==> src/rtl/alg_pkg.sv <==
// Constants for the auxiliary, limit, GPIO and sequencer block
// How it works
// Battery input scaled by four while sampled
// Divider powered only during battery sampling
// Code 010 is battery, result at 0x0C
// Aux and battery results checked against limits
// Separate high and low status bits set
// Out-of-limit result drives alarm pin when enabled
// Cleared enable bit masks that limit source
// Bit 13 enables GPIO, else bits ignored
// GPIO data lives in bit 12
// Bit 11 picks output or read-only input
// Bit 10 clear inverts both directions
// Bit 12 of third register blocks GPIO alarm
// GPIO alarm only from input with data set
// GPIO alarm holds until pin or enable changes
// Settle delay before every screen channel
// One opening delay if no screen channel; closing delay
// Track time, conversion and sort per measurement
// Temperature always uses 16 us tracking
// No sort time when rank window off
// Samples per channel follow rank window
// Period is channels, closing delay and gap
// Bits 6:5 give 1, 4, 8 or 16 samples
// Code 011 is aux, shares result register
// High above limit, low below limit
// Intervals from one timebase; gap after closing delay
package alg_pkg;
  localparam logic [3:0]  ADDR_CTRL_ONE    = 4'h1;
  localparam logic [3:0]  ADDR_CTRL_TWO    = 4'h2;
  localparam logic [3:0]  ADDR_LIMIT_STAT  = 4'h3;
  localparam logic [3:0]  ADDR_UPPER       = 4'h4;
  localparam logic [3:0]  ADDR_LOWER       = 4'h5;
  localparam logic [3:0]  ADDR_RESULT      = 4'hC;
  localparam logic [3:0]  ADDR_IDENT       = 4'hE;
  localparam logic [15:0] RST_CTRL_ONE     = 16'h0000;
  localparam logic [15:0] RST_CTRL_TWO     = 16'h4040;
  localparam logic [15:0] RST_ZERO         = 16'h0000;
  // Control one fields
  localparam int          C1_INT_EN        = 15;
  localparam int          C1_CHAN_LSB      = 12;
  localparam int          C1_MODE_LSB      = 10;
  localparam int          C1_TRACK_LSB     = 8;
  localparam int          C1_GAP_LSB       = 0;
  // Control two fields
  localparam int          C2_GPIO_EN       = 13;
  localparam int          C2_GPIO_DATA     = 12;
  localparam int          C2_GPIO_DIR      = 11;
  localparam int          C2_PIN_SENSE     = 10;
  localparam int          C2_RANK_LSB      = 5;
  localparam int          C2_SETTLE_LSB    = 0;
  // Limit status and mask fields
  localparam int          C3_HIGH_STAT     = 15;
  localparam int          C3_LOW_STAT      = 14;
  localparam int          C3_GPIO_BLOCK    = 12;
  localparam int          C3_HIGH_EN       = 11;
  localparam int          C3_LOW_EN        = 10;
  localparam logic [1:0]  MODE_OFF         = 2'h0;
  localparam logic [1:0]  MODE_SINGLE      = 2'h1;
  localparam logic [1:0]  MODE_SEQUENCE    = 2'h2;
  localparam logic [2:0]  CH_TEMP          = 3'h1;
  localparam logic [2:0]  CH_CELL          = 3'h2;
  localparam logic [2:0]  CH_AUX           = 3'h3;
  localparam logic [2:0]  CH_SCREEN_MIN    = 3'h4;
  // Times in half microseconds, then the clock and half-microsecond timebase
  localparam int          SAR_CYCLE_HALF_US = 15;
  localparam int          SORT_HALF_US      = 4;
  localparam int          TEMP_TRACK_HALF_US = 32;
  localparam int          SETTLE_UNIT_HALF_US = 256;
  localparam int          GAP_UNIT_HALF_US  = 74;
  localparam int          CLK_MHZ           = 125;
  localparam int          HALF_US_NS        = 500;
  localparam int          HALF_US_CYCLES    = (HALF_US_NS * CLK_MHZ + 999) / 1000;
  // Arbitrary value, names no real part
  localparam logic [15:0] IDENT_CODE        = 16'h0A5C;
endpackage : alg_pkg

==> src/rtl/alg_sequencer.sv <==
// Register file, limit check, GPIO and conversion sequencer
module alg_sequencer #(
  parameter int HALF_US_CYCLES = alg_pkg::HALF_US_CYCLES,
  parameter int DATA_WIDTH     = 12
) (
  input  wire logic                  clk,
  input  wire logic                  resetn,
  input  wire logic [3:0]            regAddr,
  input  wire logic                  regWrite,
  input  wire logic [15:0]           regWrData,
  output logic      [15:0]           regRdData,
  input  wire logic [DATA_WIDTH-1:0] adcData,
  output logic      [2:0]            adcChannel,
  output logic                       trackActive,
  output logic                       convStart,
  output logic                       dividerOn,
  output logic                       alarmIrqN,
  input  wire logic                  gpioIn,
  output logic                       gpioOut,
  output logic                       gpioOe
);
  if (HALF_US_CYCLES < 1 || HALF_US_CYCLES > 255 || DATA_WIDTH > 12 || DATA_WIDTH < 1)
  begin : g_bad_param
    $error("alg_sequencer: unsupported parameter value");
  end

  typedef enum logic [2:0] {
    S_IDLE, S_PICK, S_SETTLE, S_TRACK, S_CONVERT, S_SORT, S_NEXT, S_STORE
  } alg_state_t;
  // Closing delay and gap reuse the settle and sort states via flags
  typedef enum logic [1:0] {
    P_CHANNEL, P_CLOSE, P_GAP
  } alg_phase_t;

  logic [15:0]  ctrlOne;
  logic [15:0]  ctrlTwo;
  logic [15:0]  limitStat;
  logic [15:0]  upperLimit;
  logic [15:0]  lowerLimit;
  logic [15:0]  monResult;
  logic         pinMeta;
  logic         pinSync;
  logic         pinLast;
  logic         gpioEnLast;
  logic         gpioAlarm;
  logic         singleDone;
  alg_state_t   state;
  alg_state_t   next_state;
  alg_phase_t   phase;
  alg_phase_t   next_phase;
  logic [23:0]  segCount;
  logic [23:0]  next_segCount;
  logic [7:0]   remaining;
  logic [7:0]   next_remaining;
  logic [2:0]   channel;
  logic [2:0]   next_channel;
  logic         firstChannel;
  logic [4:0]   sampleLeft;
  logic [15:0]  accum;
  logic         storeMon;

  wire logic       gpioEn    = ctrlTwo[alg_pkg::C2_GPIO_EN];
  wire logic       gpioDir   = ctrlTwo[alg_pkg::C2_GPIO_DIR];
  wire logic       pinSense  = ctrlTwo[alg_pkg::C2_PIN_SENSE];
  wire logic [1:0] rankSize  = ctrlTwo[alg_pkg::C2_RANK_LSB +: 2];
  wire logic [1:0] mode      = ctrlOne[alg_pkg::C1_MODE_LSB +: 2];
  wire logic       segDone   = (segCount == 24'h00_0000);

  function automatic logic [23:0] alg_cycles(input int halfUs);
    int c;
    c = halfUs * HALF_US_CYCLES;
    return (c < 1) ? 24'h00_0000 : 24'(c - 1);
  endfunction : alg_cycles

  function automatic logic [2:0] alg_top_channel(input logic [7:0] mask);
    logic [2:0] r;
    r = 3'h0;
    for (int i = 1; i < 8; i++)
      if (mask[i])
        r = 3'(i);
    return r;
  endfunction : alg_top_channel

  // 1, 4, 8 or 16 samples
  function automatic logic [4:0] alg_samples(input logic [1:0] code);
    unique case (code)
      2'h0: return 5'h01;
      2'h1: return 5'h04;
      2'h2: return 5'h08;
      2'h3: return 5'h10;
    endcase
  endfunction : alg_samples

  function automatic int alg_track_half_us(input logic [2:0] ch, input logic [1:0] code);
    if (ch == alg_pkg::CH_TEMP)
      return alg_pkg::TEMP_TRACK_HALF_US;
    return 4 << code;
  endfunction : alg_track_half_us

  // Register writes; limit status is write-one-to-clear with set winning
  always_ff @(posedge clk)
  begin
    if (!resetn)
    begin
      ctrlOne    <= alg_pkg::RST_CTRL_ONE;
      upperLimit <= alg_pkg::RST_ZERO;
      lowerLimit <= alg_pkg::RST_ZERO;
    end
    else if (regWrite)
    begin
      if (regAddr == alg_pkg::ADDR_CTRL_ONE)
        ctrlOne <= regWrData;
      if (regAddr == alg_pkg::ADDR_UPPER)
        upperLimit <= regWrData;
      if (regAddr == alg_pkg::ADDR_LOWER)
        lowerLimit <= regWrData;
    end
  end

  always_ff @(posedge clk)
  begin
    if (!resetn)
      ctrlTwo <= alg_pkg::RST_CTRL_TWO;
    else
    begin
      if (regWrite && regAddr == alg_pkg::ADDR_CTRL_TWO)
      begin
        ctrlTwo <= regWrData;
        // Data bit is read-only while an enabled input
        if (gpioEn && gpioDir && regWrData[alg_pkg::C2_GPIO_EN] && regWrData[alg_pkg::C2_GPIO_DIR])
          ctrlTwo[alg_pkg::C2_GPIO_DATA] <= ctrlTwo[alg_pkg::C2_GPIO_DATA];
      end
      else if (gpioEn && gpioDir)
        ctrlTwo[alg_pkg::C2_GPIO_DATA] <= pinSense ? pinSync : ~pinSync;
    end
  end

  always_ff @(posedge clk)
  begin
    if (!resetn)
      limitStat <= alg_pkg::RST_ZERO;
    else
    begin
      if (regWrite && regAddr == alg_pkg::ADDR_LIMIT_STAT)
      begin
        limitStat[13:0] <= regWrData[13:0];
        if (regWrData[alg_pkg::C3_HIGH_STAT])
          limitStat[alg_pkg::C3_HIGH_STAT] <= 1'b0;
        if (regWrData[alg_pkg::C3_LOW_STAT])
          limitStat[alg_pkg::C3_LOW_STAT] <= 1'b0;
      end
      // Set after clear so a same-cycle event survives
      if (storeMon && monResult > upperLimit)
        limitStat[alg_pkg::C3_HIGH_STAT] <= 1'b1;
      if (storeMon && monResult < lowerLimit)
        limitStat[alg_pkg::C3_LOW_STAT] <= 1'b1;
    end
  end

  always_ff @(posedge clk)
  begin
    if (!resetn)
      regRdData <= 16'h0000;
    else
    begin
      unique case (regAddr)
        alg_pkg::ADDR_CTRL_ONE:   regRdData <= ctrlOne;
        alg_pkg::ADDR_CTRL_TWO:   regRdData <= ctrlTwo;
        alg_pkg::ADDR_LIMIT_STAT: regRdData <= limitStat;
        alg_pkg::ADDR_UPPER:      regRdData <= upperLimit;
        alg_pkg::ADDR_LOWER:      regRdData <= lowerLimit;
        alg_pkg::ADDR_RESULT:     regRdData <= monResult;
        alg_pkg::ADDR_IDENT:      regRdData <= alg_pkg::IDENT_CODE;
        default:                  regRdData <= 16'h0000;
      endcase
    end
  end

  // Pin synchroniser
  always_ff @(posedge clk)
  begin
    if (!resetn)
    begin
      pinMeta <= 1'b0;
      pinSync <= 1'b0;
      pinLast <= 1'b0;
      gpioEnLast <= 1'b0;
    end
    else
    begin
      pinMeta <= gpioIn;
      pinSync <= pinMeta;
      pinLast <= pinSync;
      gpioEnLast <= gpioEn;
    end
  end

  always_ff @(posedge clk)
  begin
    if (!resetn)
    begin
      gpioOut <= 1'b0;
      gpioOe  <= 1'b0;
    end
    else
    begin
      gpioOe  <= gpioEn && !gpioDir;
      gpioOut <= pinSense ? ctrlTwo[alg_pkg::C2_GPIO_DATA] : ~ctrlTwo[alg_pkg::C2_GPIO_DATA];
    end
  end

  // GPIO alarm latch: cleared by a pin or enable change, or while bit 11 selects output
  always_ff @(posedge clk)
  begin
    if (!resetn)
      gpioAlarm <= 1'b0;
    else if (pinSync != pinLast || gpioEn != gpioEnLast)
      gpioAlarm <= 1'b0;
    else if (!gpioDir)
      gpioAlarm <= 1'b0;
    else if (gpioEn && gpioDir && ctrlTwo[alg_pkg::C2_GPIO_DATA]
             && !limitStat[alg_pkg::C3_GPIO_BLOCK])
      gpioAlarm <= 1'b1;
  end

  always_ff @(posedge clk)
  begin
    if (!resetn)
      alarmIrqN <= 1'b1;
    else
      alarmIrqN <= !(ctrlOne[alg_pkg::C1_INT_EN]
        && ((limitStat[alg_pkg::C3_HIGH_STAT] && limitStat[alg_pkg::C3_HIGH_EN])
        || (limitStat[alg_pkg::C3_LOW_STAT] && limitStat[alg_pkg::C3_LOW_EN])
        || (gpioAlarm && !limitStat[alg_pkg::C3_GPIO_BLOCK])));
  end

  // Sequencer next state
  always_comb
  begin
    next_state     = state;
    next_phase     = phase;
    next_segCount  = segDone ? segCount : segCount - 24'h00_0001;
    next_remaining = remaining;
    next_channel   = channel;
    unique case (state)
      S_IDLE:
      begin
        next_phase = P_CHANNEL;
        if (mode == alg_pkg::MODE_SEQUENCE)
        begin
          next_remaining = {limitStat[7:1], 1'b0};
          next_state = S_PICK;
        end
        else if (mode == alg_pkg::MODE_SINGLE && !singleDone)
        begin
          next_remaining = 8'(1) << ctrlOne[alg_pkg::C1_CHAN_LSB +: 3];
          next_state = S_PICK;
        end
      end
      S_PICK:
      begin
        if (next_remaining == 8'h00 || remaining == 8'h00)
        begin
          next_phase = P_CLOSE;
          next_state = S_SETTLE;
          next_segCount = alg_cycles(alg_pkg::SETTLE_UNIT_HALF_US
            * (int'(ctrlTwo[alg_pkg::C2_SETTLE_LSB +: 4]) + 1));
        end
        else
        begin
          next_channel = alg_top_channel(remaining);
          next_remaining = remaining & ~(8'(1) << next_channel);
          if (next_channel >= alg_pkg::CH_SCREEN_MIN || firstChannel)
          begin
            next_state = S_SETTLE;
            next_segCount = alg_cycles(alg_pkg::SETTLE_UNIT_HALF_US
              * (int'(ctrlTwo[alg_pkg::C2_SETTLE_LSB +: 4]) + 1));
          end
          else
          begin
            next_state = S_TRACK;
            next_segCount = alg_cycles(alg_track_half_us(next_channel,
              ctrlOne[alg_pkg::C1_TRACK_LSB +: 2]));
          end
        end
      end
      S_SETTLE:
        if (segDone)
        begin
          if (phase == P_CLOSE && mode == alg_pkg::MODE_SEQUENCE)
          begin
            next_phase = P_GAP;
            next_state = S_SORT;
            next_segCount = alg_cycles(alg_pkg::GAP_UNIT_HALF_US
              * int'(ctrlOne[alg_pkg::C1_GAP_LSB +: 8]));
          end
          else if (phase == P_CLOSE)
            next_state = S_IDLE;
          else
          begin
            next_state = S_TRACK;
            next_segCount = alg_cycles(alg_track_half_us(channel,
              ctrlOne[alg_pkg::C1_TRACK_LSB +: 2]));
          end
        end
      S_TRACK:
        if (segDone)
        begin
          next_state = S_CONVERT;
          next_segCount = alg_cycles(alg_pkg::SAR_CYCLE_HALF_US);
        end
      S_CONVERT:
        if (segDone)
        begin
          if (rankSize != 2'h0)
          begin
            next_state = S_SORT;
            next_segCount = alg_cycles(alg_pkg::SORT_HALF_US);
          end
          else
            next_state = S_NEXT;
        end
      S_SORT:
        if (segDone)
          next_state = (phase == P_GAP) ? S_IDLE : S_NEXT;
      S_NEXT:
        if (sampleLeft == 5'h00)
          next_state = S_STORE;
        else
        begin
          next_state = S_TRACK;
          next_segCount = alg_cycles(alg_track_half_us(channel,
            ctrlOne[alg_pkg::C1_TRACK_LSB +: 2]));
        end
      S_STORE:
        next_state = S_PICK;
    endcase
  end

  always_ff @(posedge clk)
  begin
    if (!resetn)
    begin
      state     <= S_IDLE;
      phase     <= P_CHANNEL;
      segCount  <= 24'h00_0000;
      remaining <= 8'h00;
      channel   <= 3'h0;
    end
    else
    begin
      state     <= next_state;
      phase     <= next_phase;
      segCount  <= next_segCount;
      remaining <= next_remaining;
      channel   <= next_channel;
    end
  end

  always_ff @(posedge clk)
  begin
    if (!resetn)
      firstChannel <= 1'b0;
    else if (state == S_IDLE)
      firstChannel <= 1'b1;
    else if (state == S_PICK)
      firstChannel <= 1'b0;
  end

  // One-shot mode rearms on any write to control one
  always_ff @(posedge clk)
  begin
    if (!resetn)
      singleDone <= 1'b0;
    else if (regWrite && regAddr == alg_pkg::ADDR_CTRL_ONE)
      singleDone <= 1'b0;
    else if (state == S_PICK && mode == alg_pkg::MODE_SINGLE)
      singleDone <= 1'b1;
  end

  // Samples are averaged, not ranked: sort time is modelled only
  always_ff @(posedge clk)
  begin
    if (!resetn)
    begin
      sampleLeft <= 5'h00;
      accum      <= 16'h0000;
    end
    else if (state == S_PICK)
    begin
      sampleLeft <= alg_samples(rankSize) - 5'h01;
      accum      <= 16'h0000;
    end
    else if (state == S_CONVERT && segDone)
      accum <= accum + 16'(adcData);
    else if (state == S_NEXT && sampleLeft != 5'h00)
      sampleLeft <= sampleLeft - 5'h01;
  end

  always_ff @(posedge clk)
  begin
    if (!resetn)
    begin
      monResult <= alg_pkg::RST_ZERO;
      storeMon  <= 1'b0;
    end
    else
    begin
      storeMon <= 1'b0;
      if (state == S_STORE && (channel == alg_pkg::CH_CELL || channel == alg_pkg::CH_AUX))
      begin
        monResult <= accum >> (rankSize == 2'h0 ? 0 : int'(rankSize) + 1);
        storeMon  <= 1'b1;
      end
    end
  end

  // Analog controls follow the next state so they align with it
  always_ff @(posedge clk)
  begin
    if (!resetn)
    begin
      trackActive <= 1'b0;
      convStart   <= 1'b0;
      dividerOn   <= 1'b0;
      adcChannel  <= 3'h0;
    end
    else
    begin
      trackActive <= next_state == S_TRACK;
      convStart   <= next_state == S_CONVERT && state != S_CONVERT;
      dividerOn   <= next_state == S_TRACK && next_channel == alg_pkg::CH_CELL;
      adcChannel  <= next_channel;
    end
  end
endmodule : alg_sequencer
==> config.mk <==
export PLATFORM = sky130hd
export DESIGN_NAME = alg_sequencer
export DESIGN_NICKNAME = d
export VERILOG_FILES = /design/src/rtl/alg_pkg.sv /design/src/rtl/alg_sequencer.sv
export SDC_FILE = /design/constraint.sdc
export NUM_CORES = 1
export LEC_CHECK = 0
export BUFFER_PORTS_ARGS = -buffer_cell sky130_fd_sc_hd__buf_2
export CAP_MARGIN = 20
export CORE_MARGIN = 2
export CORE_UTILIZATION = 50
export DETAILED_ROUTE_END_ITERATION = 8
export PLACE_DENSITY = 0.66
export SYNTH_ARGS = -nofsm -noshare
export SYNTH_HDL_FRONTEND = slang
export SYNTH_SLANG_ARGS = --single-unit
==> constraint.sdc <==
create_clock -name clk -period 14.07 [get_ports clk]
set_clock_uncertainty 0.1 [all_clocks]
set_input_delay 1.407 -clock clk [delete_from_list [all_inputs] [get_ports clk]]
set_output_delay 1.407 -clock clk [all_outputs]
set_load 0.02 [all_outputs]
==> Yosys cells after proc, flatten, opt, wreduce, memory -nomap -nowiden <==
Index checks and enable logic that the tools add are counted.
Widths: inputs -> output; s select.
{ "word_totals": {"output_inout_bits": 25, "word_cells": 258, "reg_bits": 187, "inputBits": 36} }
{ "classes": {"reduce_logical": 59, "shift": 4, "addsub": 11, "bitwise": 6, "muxes": 95, "order_cmp": 8, "mul": 6, "n_eq_ne": 38} }
{ "op_table": {"columns": ["op", "count"], "rows": [
  ["$mux 32", 12],
  ["$mux 24", 15],
  ["$pmux 24 s5", 1],
  ["$pmux 16 s7", 1],
  ["$lt 32x2->1 const B", 3],
  ["$mul 32x7->32 const B", 3],
  ["$sub 24x2->24 const B", 3],
  ["$mux 3", 20],
  ["$shl 3x2->32 const A", 1],
  ["$mux 1", 26],
  ["$mux 5", 5],
  ["$logic_not 24->1", 1],
  ["$mux 8", 3],
  ["$pmux 3 s8", 1],
  ["$sub 24x1->24 const B", 1],
  ["$logic_and 1x1->1", 23],
  ["$sub 21x1->22 const B", 1],
  ["$lt 21x1->1 const B", 1],
  ["$mul 14x6->20 const B", 1],
  ["$pmux 5 s4", 1],
  ["$sub 19x1->20 const B", 1],
  ["$lt 19x1->1 const B", 1],
  ["$eq 3x2->1 const B", 6],
  ["$add 16x12->16", 1],
  ["43 further kinds", 95]
]} }

==> Depth between registers and ports, before layout <==
Gate-level depths: netlist of the first run.
{ "logic_depth": {"word_depth": 24, "ltp_mapped": 30, "mapped_depth_nobuf": 29} }

==> Worst setup path after synthesis of the first run <==
OpenSTA, ideal clock, no wires.
{ "synth_timing": {"path_type": "register -> register", "start": "register ctrlOne[4]", "end": "register segCount[18]", "path_stages_with_launch": 27, "arrival_ns": 6.795, "slack_ns": 7.050, "synth_period_minus_slack_ns": 7.020, "path_cell_list": "dfxtp_1 -> ha_1 -> ha_1 -> fa_1 -> ha_1 -> a21oi_1 -> nand2b_1 -> a21boi_0 -> nor2_1 -> xnor2_1 -> xor2_1 -> xor2_1 -> fa_1 -> inv_1 -> fa_1 -> inv_1 -> ha_1 -> buf_6 -> a2111oi_4 -> o21ai_1 -> and2_1 -> a211o_1 -> or4_4 -> nor3_4 -> a211oi_2 -> o21a_1 -> o41a_1"} }
{ "synth_between": {"elab_chain_len": 7, "word_cells_on_any_way": 8, "cone_classes": "1 x add/sub; 2 x mul; 1 x order compare; 4 x mux"} }
{ "synth_lines": {"columns": ["item", "line", "source"], "rows": [
  ["from (decl)", "alg_sequencer.sv:35", "logic [15:0] ctrlOne;"],
  ["from (signal assigned)", "alg_sequencer.sv:105", "ctrlOne <= alg_pkg::RST_CTRL_ONE;"],
  ["from (signal assigned)", "alg_sequencer.sv:112", "ctrlOne <= regWrData;"],
  ["$mul 6x8->14 (*)", "alg_sequencer.sv:295", "* int'(ctrlOne[alg_pkg::C1_GAP_LSB +: 8]));"],
  ["$mul 14x6->20 (*)", "alg_sequencer.sv:71", "c = halfUs * HALF_US_CYCLES;"],
  ["$sub 21x1->22 / $lt 21x1->1 (equally long branches)", "alg_sequencer.sv:72", "return (c < 1) ? 24'h00_0000 : 24'(c - 1);"],
  ["$mux 24 (*)", "alg_sequencer.sv:72", null],
  ["$mux 24 (*)", "alg_sequencer.sv:290", "if (phase == P_CLOSE && mode == alg_pkg::MODE_SEQUENCE)"],
  ["$mux 24 (*)", "alg_sequencer.sv:288", "if (segDone)"],
  ["$pmux 24 s5 (*)", "alg_sequencer.sv:245", "unique case (state)"],
  ["to (signal assigned)", "alg_sequencer.sv:354", "segCount <= next_segCount;"],
  ["to (decl)", "alg_sequencer.sv:51", "logic [23:0] segCount;"]
]} }
Every way passes the cells marked *; elsewhere a longest branch is shown, timed or not.
A chain may end at the register's enable or synchronous reset.

==> Final worst setup path of the first run <==
{ "layout_timing": {"start": "register ctrlOne[7]", "end": "register segCount[2]"} }
{ "layout_between": {"elab_chain_len": 7} }
{ "layout_lines": {"columns": ["item", "line"], "rows": [
  ["$mul 6x8->14", "alg_sequencer.sv:295"],
  ["$mul 14x6->20", "alg_sequencer.sv:71"],
  ["$lt 21x1->1", "alg_sequencer.sv:72"],
  ["$mux 24", "alg_sequencer.sv:72"],
  ["$mux 24", "alg_sequencer.sv:290"],
  ["$mux 24", "alg_sequencer.sv:288"],
  ["$pmux 24 s5", "alg_sequencer.sv:245"]
]} }
No other way between the ends.

==> flow_metrics.py, run 1 <==
metrics = {
    "grt": {
        "grt_remaining_overflow": 0,
        "track_usage": 0.279,
        "grt_pass1_wl_um": 80700,
        "grt_pass1_vias": 15372,
        "grt_start_max_net_pins": 93,
        "antenna_found_initial": 0,
    },
    "clock_tree": {
        "clock-sinks": 187,
        "post_cts_buffers": 0,
        "cts_resized": 0,
        "cts_hold_buf": 0,
        "cts_tree": "yes",
        "htreeDepth": 4,
        "path_clk_slew_ns": 0.08,
        "clk_latency_ns": 0.45,
        "cts-root-buf": "clkbuf_16",
        "cts_inserted_buffers": 17,
        "cts_buffer_depth": 2,
    },
    "synthesis": {
        "synth_top_area_cell": "dfxtp_1",
        "synth_top_cell_area_share": 0.215,
        "yosys.cell_types.count": 114,
        "synthTopCellsByCount": "nand2_1 (281), a21oi_1 (215), ha_1 (192), dfxtp_1 (187), inv_1 (184)",
        "seq_area_frac_synth": 0.215,
        "synth-seq-cells": 187,
        "synth_flop_cell": "dfxtp_1",
        "synth.most_common_cell": "nand2_1",
        "synthCells": 2227,
        "synth_edf_count": 0,
        "syn_area_um2": 17400,
        "yosys-top-cells-area": "dfxtp_1 (21%), ha_1 (14%), a21oi_1 (6.2%)",
        "synth.avg_cell_area_um2": 7.82,
        "synth_nets": 2504,
        "yosys_warnings": 0,
        "async_flop_share": 0,
    },
    "placed_design": {
        "preCtsSetupSlack_ns": 5.97,
        "placed_area_um2": 18000,
        "dpl.hpwl_um": 39900,
        "io_buffers": 60,
        "gp_congestion": 0.954,
        "dp.cells": 2661,
    },
    "final_layout": {
        "num-nets-final": 2503,
        "final_area_um2": 18600,
        "num_antenna_cells": 0,
        "stdcell_count": 2694,
        "drive_above_1_share": 0.0799,
        "synthToLayoutAreaGrowth_pct": 7.03,
    },
    "sta": {
        "setup_viol": 0,
        "fin_crit_sh": 0.591,
        "tightest_slew_ns": 1.18,
        "rsz0062_at_grt": "false",
        "finalHoldViolCount": 0,
        "max_freq_mhz": 120,
        "maxSlewHeadroom": 0.209,
        "whs_ns": 0.339,
        "min_period_ns": 8.32,
        "tns_ns": 0,
        "maxSlewViolCount": 0,
        "worst_slack_ns": 5.75,
    },
    "critical_path": {
        "end_kind": "flop",
        "cpMostUsedCell": "ha_1",
        "crit_fanout": 9,
        "crit_required_ns": 14.33,
        "start_kind": "flop",
        "slowest_delay_ns": 0.69,
        "critical_path_arrival_ns": 8.57,
        "crit_type": "reg -> reg",
        "timing.critical_path.slowest_stage_cell": "a211oi_2",
    },
    "floorplan": {
        "core-area_um2": 34500,
        "die_h_um": 191,
        "start_util": 0.505,
        "rows": 68,
        "dieArea_um2": 36300,
        "io_pins": 61,
        "fp.dieW_um": 191,
    },
    "detailed_routing": {
        "avgRoutedWirePerCell_um": 18.9,
        "final_antenna_net_count": 0,
        "via_per_inst": 6.05,
        "remaining_drc_errors": 0,
        "dr_total_vias": 16293,
        "drtIter0Drc": 1325,
        "dr.pass1.iters": 7,
        "wl_um": 50900,
    },
    "job": {
        "cap_violations": 0,
    },
    "status": {
        "status": "finished clean",
    },
    "worst_hold_path": {
        "min_path_type": "reg -> reg",
    },
    "pwr": {
        "peakVddDrop_mv": 0.0821,
        "p_per_area_nw_per_um2": 99.7,
        "p_leak_uw": 0.00796,
    },
}
-- area by class of cell --
type                       instances  area (um^2)
fill                            3358        15800
multi-input combinational       1754        12500
sequential                       187         3740
inverter                         187          703
tap                              455          569
timing repair buffer              79          443
clock buffer                      17          425
clock inverter                    15          225
-- metal layers --
| metal | GRT usage | vias up | wire [um] |
|---|---|---|---|
| met5 | 0 | - | 0 |
| met4 | 0.110 | 0 | 1700 |
| met3 | 0.0335 | 102 | 3020 |
| met2 | 0.462 | 521 | 23800 |
| met1 | 0.370 | 7778 | 22400 |
| li1 | - | 7892 | - |
-- cell usage in the layout, fill, tap and decap left out, types with 8 or more instances in the layout --
cell type / count
a211o_1: 12
a211oi_1: 38
a21o_1: 31
a21oi_1: 215
a221oi_1: 13
a22oi_1: 17
a2bb2oi_1: 9
a311oi_1: 11
a31oi_1: 16
and2_1: 22
and3_1: 11
buf_2: 60
buf_4: 19
clkbuf_16: 17
dfxtp_1: 187
fa_1: 49
ha_1: 192
inv_1: 184
mux2i_1: 34
nand2_1: 281
nand2b_1: 25
nand3_1: 44
nand4_1: 20
nor2_1: 173
nor2b_1: 25
nor3_1: 60
nor3b_1: 8
nor4_1: 26
o211ai_1: 14
o21a_1: 14
o21ai_0: 73
o22ai_1: 8
o31ai_1: 9
or2_2: 15
or3_1: 15
or4_1: 11
xnor2_1: 64
xor2_1: 54
-- state kept, by name, summed over array words and instances, names as in the netlist, 16 cells and up --
name        count
segCount       24
accum          16
ctrlOne        16
ctrlTwo        16
limitStat      16
lowerLimit     16
monResult      16
regRdData      16
upperLimit     16
-- metrics by stage --
step	total power, uW	util
2_1_floorplan	1130	-
3_3_place_gp	1310	0.522
3_5_place_dp	1310	0.522
4_1_cts	1840	0.541
5_1_grt	1950	0.541
6_report	1860	0.541
-- final timing paths --
kind,cells after the start,endpoint,startpoint,slack [ns]
setup reg to reg,27,segCount[2],ctrlOne[7],5.75
hold reg to reg,1,pinSync,pinMeta,0.34
setup / recovery,27,segCount[2],ctrlOne[7],5.75
hold / removal,1,pinSync,pinMeta,0.34
-- worst max-delay path, delay by kind of cell, from the launching register on --
family | cells | cell delay [ns]
and+or+nand+nor | 3 | 0.57
buffers and inverters | 2 | 0.10
AOI/OAI and AO/OA | 11 | 3.22
adders and majority gates | 7 | 2.45
xor gates and xnor gates | 4 | 1.26
DFF | 1 | 0.49
-- where the power goes --
part           switching (uW)  internal [uW]
Sequential               48.0            568
Combinational             443            262
Clock                     246            292
Total                     737           1120
-- cells by family (layout without fill, tap and decap cells) --
family,Yosys count,in the layout,synth area share
buf+inv,286,298,0.0665
fa+ha+maj,242,242,0.195
flops,187,187,0.215
compound gates,579,579,0.224
simple gates,775,775,0.214
mux,38,38,0.0241
xor+xnor,120,120,0.0616
Note: power is estimated with default switching activity, not from simulation.
==> run 2: changes to the inputs <==
==> constraint.sdc (replaced) <==
create_clock -name clk -period 8.6 [get_ports clk]
set_clock_uncertainty 0.1 [all_clocks]
set_input_delay 0.86 -clock clk [delete_from_list [all_inputs] [get_ports clk]]
set_output_delay 0.86 -clock clk [all_outputs]
set_load 0.02 [all_outputs]
==> flow_metrics.py, run 2 (same netlist as run 1, synthesis figures left out) <==
metrics = {
    "critical_path": {
        "critical_path_arrival_ns": 8.31,
        "cpMostUsedCell": "ha_1",
        "end_kind": "flop",
        "start_kind": "flop",
        "slowest_delay_ns": 0.71,
        "crit_fanout": 9,
        "crit_type": "reg -> reg",
        "timing.critical_path.slowest_stage_cell": "a211oi_2",
        "crit_required_ns": 8.87,
    },
    "sta": {
        "tightest_slew_ns": 1.07,
        "max_freq_mhz": 124,
        "tns_ns": 0,
        "maxSlewViolCount": 0,
        "maxSlewHeadroom": 0.284,
        "min_period_ns": 8.04,
        "fin_crit_sh": 0.934,
        "finalHoldViolCount": 0,
        "setup_viol": 0,
        "rsz0062_at_grt": "false",
    },
    "final_layout": {
        "synthToLayoutAreaGrowth_pct": 7.08,
        "drive_above_1_share": 0.0808,
        "layout_common_cells": "nand2_1 (281), a21oi_1 (215), ha_1 (192)",
        "fillers": 3327,
        "num-nets-final": 2505,
        "stdcell_count": 2696,
        "num_antenna_cells": 0,
        "largest_reg_flops": 24,
        "final_common_cell": "nand2_1",
        "top_register": "segCount",
        "ff_latch_area_um2": 3740,
        "multi_input_area_um2": 12500,
        "fin_util": 0.541,
    },
    "grt": {
        "grt_start_max_net_pins": 94,
        "antenna_found_initial": 0,
        "grt_pass1_vias": 15468,
        "grt_pass1_wl_um": 81200,
        "track_usage": 0.279,
        "grt_remaining_overflow": 0,
    },
    "floorplan": {
        "rows": 68,
        "io_pins": 61,
        "dieArea_um2": 36300,
        "die_h_um": 191,
        "fp.dieW_um": 191,
        "core-area_um2": 34500,
        "start_util": 0.505,
    },
    "clock_tree": {
        "clk_latency_ns": 0.45,
        "cts_tree": "yes",
        "cts_inserted_buffers": 17,
        "htreeDepth": 4,
        "post_cts_buffers": 0,
        "cts_buffer_depth": 2,
        "clock-sinks": 187,
        "cts-root-buf": "clkbuf_16",
        "cts_resized": 0,
        "cts_hold_buf": 0,
        "path_clk_slew_ns": 0.08,
    },
    "placed_design": {
        "gp_congestion": 0.941,
        "dpl.hpwl_um": 39700,
        "dp.cells": 2663,
        "io_buffers": 60,
    },
    "worst_hold_path": {
        "min_path_type": "reg -> reg",
    },
    "pwr": {
        "total_power_uw": 3020,
        "p_per_area_nw_per_um2": 162,
        "peakVddDrop_mv": 0.135,
        "p_leak_uw": 0.00797,
    },
    "detailed_routing": {
        "dr_total_vias": 16277,
        "avgRoutedWirePerCell_um": 18.8,
        "remaining_drc_errors": 0,
        "final_antenna_net_count": 0,
        "drtIter0Drc": 1482,
        "dr.pass1.iters": 6,
        "wl_um": 50800,
        "via_per_inst": 6.04,
    },
    "job": {
        "cap_violations": 0,
    },
    "status": {
        "status": "finished clean",
    },
}
==> run 2: cell types whose count changed in the layout (fill, tap and decap cells not counted), sizes merged <==
cell    change
clkinv      -1
inv         +1
buf         +2
==> run 2: through the flow <==
stage	hold WS, ns	instance area, um^2	setup slack (ns)
2_1_floorplan	0.281	17400	1.58
3_3_place_gp	0.322	18000	0.961
3_5_place_dp	0.334	18000	0.696
4_1_cts	0.353	18600	0.651
5_1_grt	0.370	18600	0.145
6_report	0.346	18600	0.563
==> run 2: power breakdown <==
part | switching [uW] | internal [uW] | leakage, uW
combinational | 722 | 422 | 0.00614
sequential | 77.3 | 930 | 0.00151
clock | 395 | 476 | 0.000314
==> run 2: area by class of cell <==
class	count	area share
clock buffers	17	0.0228
clock inverters	15	0.0119
inverters	187	0.0377
multi-input cells	1754	0.672
flip-flops and latches	187	0.201
well taps	455	0.0305
repair buffers	81	0.0244
==> run 2: per-layer routing <==
layer  GRT usage  vias up  wire (um)
li1            -     7909          -
met1       0.369     7681      22000
met2       0.461      582      23800
met3      0.0383      105       3400
met4       0.110        0       1610
met5           0        -          0
==> run 2: critical path, delay by kind of cell (launching register included) <==
kind / cells / cell delay [ns]
adder cells (fa/ha/maj): 7 / 2.54
buffers and inverters: 1 / 0.17
flip-flops: 1 / 0.43
AO/OA/AOI/OAI: 10 / 3.13
AND/OR/NAND/NOR: 4 / 0.72
XOR/XNOR: 4 / 0.86
==> run 2: final timing paths <==
check              from           to  slack [ns]  cells after the start
max          ctrlOne[6]  segCount[2]        0.56                     26
min             pinMeta      pinSync        0.35                      1
max reg2reg  ctrlOne[6]  segCount[2]        0.56                     26
min reg2reg     pinMeta      pinSync        0.35                      1
==> run 3: changes to the inputs <==
--- a/config.mk
+++ b/config.mk
@@ -10,7 +10,7 @@
 export CORE_MARGIN = 2
 export CORE_UTILIZATION = 50
 export DETAILED_ROUTE_END_ITERATION = 8
-export PLACE_DENSITY = 0.66
+export PLACE_DENSITY_LB_ADDON = 0.3
 export SYNTH_ARGS = -nofsm -noshare
 export SYNTH_HDL_FRONTEND = slang
 export SYNTH_SLANG_ARGS = --single-unit
==> flow_metrics.py, run 3 (same netlist as run 1, synthesis figures left out) <==
metrics = {
    "status": {
        "status": "finished clean",
    },
    "pwr": {
        "p_per_area_nw_per_um2": 159,
        "p_leak_uw": 0.00792,
        "peakVddDrop_mv": 0.165,
    },
    "final_layout": {
        "largest_reg_flops": 24,
        "synthToLayoutAreaGrowth_pct": 6.78,
        "final_common_cell": "nand2_1",
        "top_register": "segCount",
        "num-nets-final": 2501,
        "num_antenna_cells": 0,
        "drive_above_1_share": 0.0791,
        "layout_common_cells": "nand2_1 (281), a21oi_1 (215), ha_1 (192)",
        "fin_util": 0.540,
    },
    "critical_path": {
        "r2r_slack_ns": 0.55,
        "crit_fanout": 9,
        "crit_type": "reg -> reg",
        "start_kind": "flop",
        "end_kind": "flop",
        "reg2reg_depth": 26,
        "crit_required_ns": 8.85,
        "critical_path_arrival_ns": 8.30,
        "r2r_end": "segCount[2]",
        "timing.rr.start": "ctrlOne[7]",
    },
    "worst_hold_path": {
        "whs_path_depth": 1,
        "min_path_type": "reg -> reg",
        "hold_path_end": "pinSync",
        "hp-start": "pinMeta",
    },
    "clock_tree": {
        "path_clk_slew_ns": 0.08,
        "htreeDepth": 4,
        "cts_inserted_buffers": 17,
        "cts_tree": "yes",
        "cts_buffer_depth": 2,
        "clk_latency_ns": 0.45,
        "clock-sinks": 187,
        "cts-root-buf": "clkbuf_16",
    },
    "grt": {
        "grt_start_max_net_pins": 68,
        "grt_remaining_overflow": 0,
        "track_usage": 0.276,
        "grt_pass1_vias": 15492,
        "grt_pass1_wl_um": 80100,
        "antenna_found_initial": 0,
    },
    "sta": {
        "maxSlewViolCount": 0,
        "whs_ns": 0.340,
        "finalHoldViolCount": 0,
        "setup_viol": 0,
        "fin_crit_sh": 0.936,
        "maxSlewHeadroom": 0.267,
        "min_period_ns": 8.05,
        "max_freq_mhz": 124,
        "tns_ns": 0,
        "tightest_slew_ns": 1.09,
        "rsz0062_at_grt": "false",
    },
    "detailed_routing": {
        "drtIter0Drc": 1583,
        "remaining_drc_errors": 0,
        "dr_total_vias": 16385,
        "via_per_inst": 6.09,
        "final_antenna_net_count": 0,
        "avgRoutedWirePerCell_um": 18.8,
        "dr.pass1.iters": 6,
        "wl_um": 50600,
    },
    "placed_design": {
        "gp_congestion": 0.969,
        "dpl.hpwl_um": 39300,
        "io_buffers": 60,
    },
    "floorplan": {
        "rows": 68,
        "die_h_um": 191,
        "start_util": 0.505,
        "io_pins": 61,
        "core-area_um2": 34500,
        "fp.dieW_um": 191,
        "dieArea_um2": 36300,
    },
    "job": {
        "cap_violations": 0,
    },
}
run 3: cell types whose count changed in the layout (fill, tap and decap cells not counted), sizes merged:
| cell | change |
|---|---|
| buf | -4 |
| clkinv | +2 |
| bufinv | -3 |
| inv | -1 |
| clkinvlp | +1 |
| clkbuf | +1 |
run 3: area by class of cell:
class                      count  area, um^2
clock buffer                  18         439
clock inverter                14         173
fill                        3307       15900
inverter                     187         703
multi-input combinational   1754       12500
sequential                   187        3740
tap                          455         569
timing repair buffer          77         432
run 3: how the worst max path moves through the flow:
stage                              end  startpoint  cells past startpoint
after floorplan           segCount[18]  ctrlOne[4]                     26
after global placement     segCount[2]  ctrlOne[7]                     26
after detailed placement   segCount[2]  ctrlOne[7]                     26
after CTS                  segCount[2]  ctrlOne[7]                     26
after global routing       segCount[2]  ctrlOne[7]                     28
final                      segCount[2]  ctrlOne[7]                     26
run 3: worst max-delay path, stage by stage (launching register included):
cell and delay (ns):
dfxtp_1 0.51, ha_1 0.30, ha_1 0.27, inv_1 0.05
fa_1 0.53, inv_1 0.04, ha_1 0.32, o21ai_0 0.11
a21boi_0 0.25, o21ai_0 0.14, nor2b_1 0.16, xnor2_1 0.48
xor2_1 0.37, xor2_1 0.30, xnor2_1 0.16, ha_1 0.28
fa_1 0.47, ha_1 0.41, and2_1 0.20, a221o_1 0.38
a211o_1 0.30, a311o_1 0.36, a211oi_1 0.37, nor4_2 0.19
a211oi_4 0.51, o21ai_0 0.21, a21oi_1 0.17
run 3: through the flow:
| step | cell area (um^2) | instances | power (uW) | setup slack (ns) |
|---|---|---|---|---|
| finish | 18600 | 2692 | 2970 | 0.552 |
| CTS | 18600 | 2691 | 2950 | 0.396 |
| detailed placement | 18000 | 2659 | 2140 | 0.471 |
| global placement | 18000 | 2659 | 2130 | 0.772 |
| global route | 18600 | 2692 | 3120 | 0.103 |
| floorplan | 17400 | 2227 | 1850 | 1.58 |
run 3: repair_timing:
action,CTS,global route
buffers inserted,0,0
setup endpoints to repair,0,3
hold buffers,0,0
resized for setup,0,1
run 3: power by group:
group	internal, uW	leakage (uW)	switching [uW]	total [uW]
logic	419	0.00612	717	1140
clock network	402	0.000290	405	807
registers	930	0.00151	92.4	1020
total	1750	0.00792	1210	2970
run 3: metal layers:
metal  wire [um]  global-route usage
met1       21400               0.353
met2       23500               0.463
met3        3660              0.0401
met4        1960               0.119
met5           0                   0
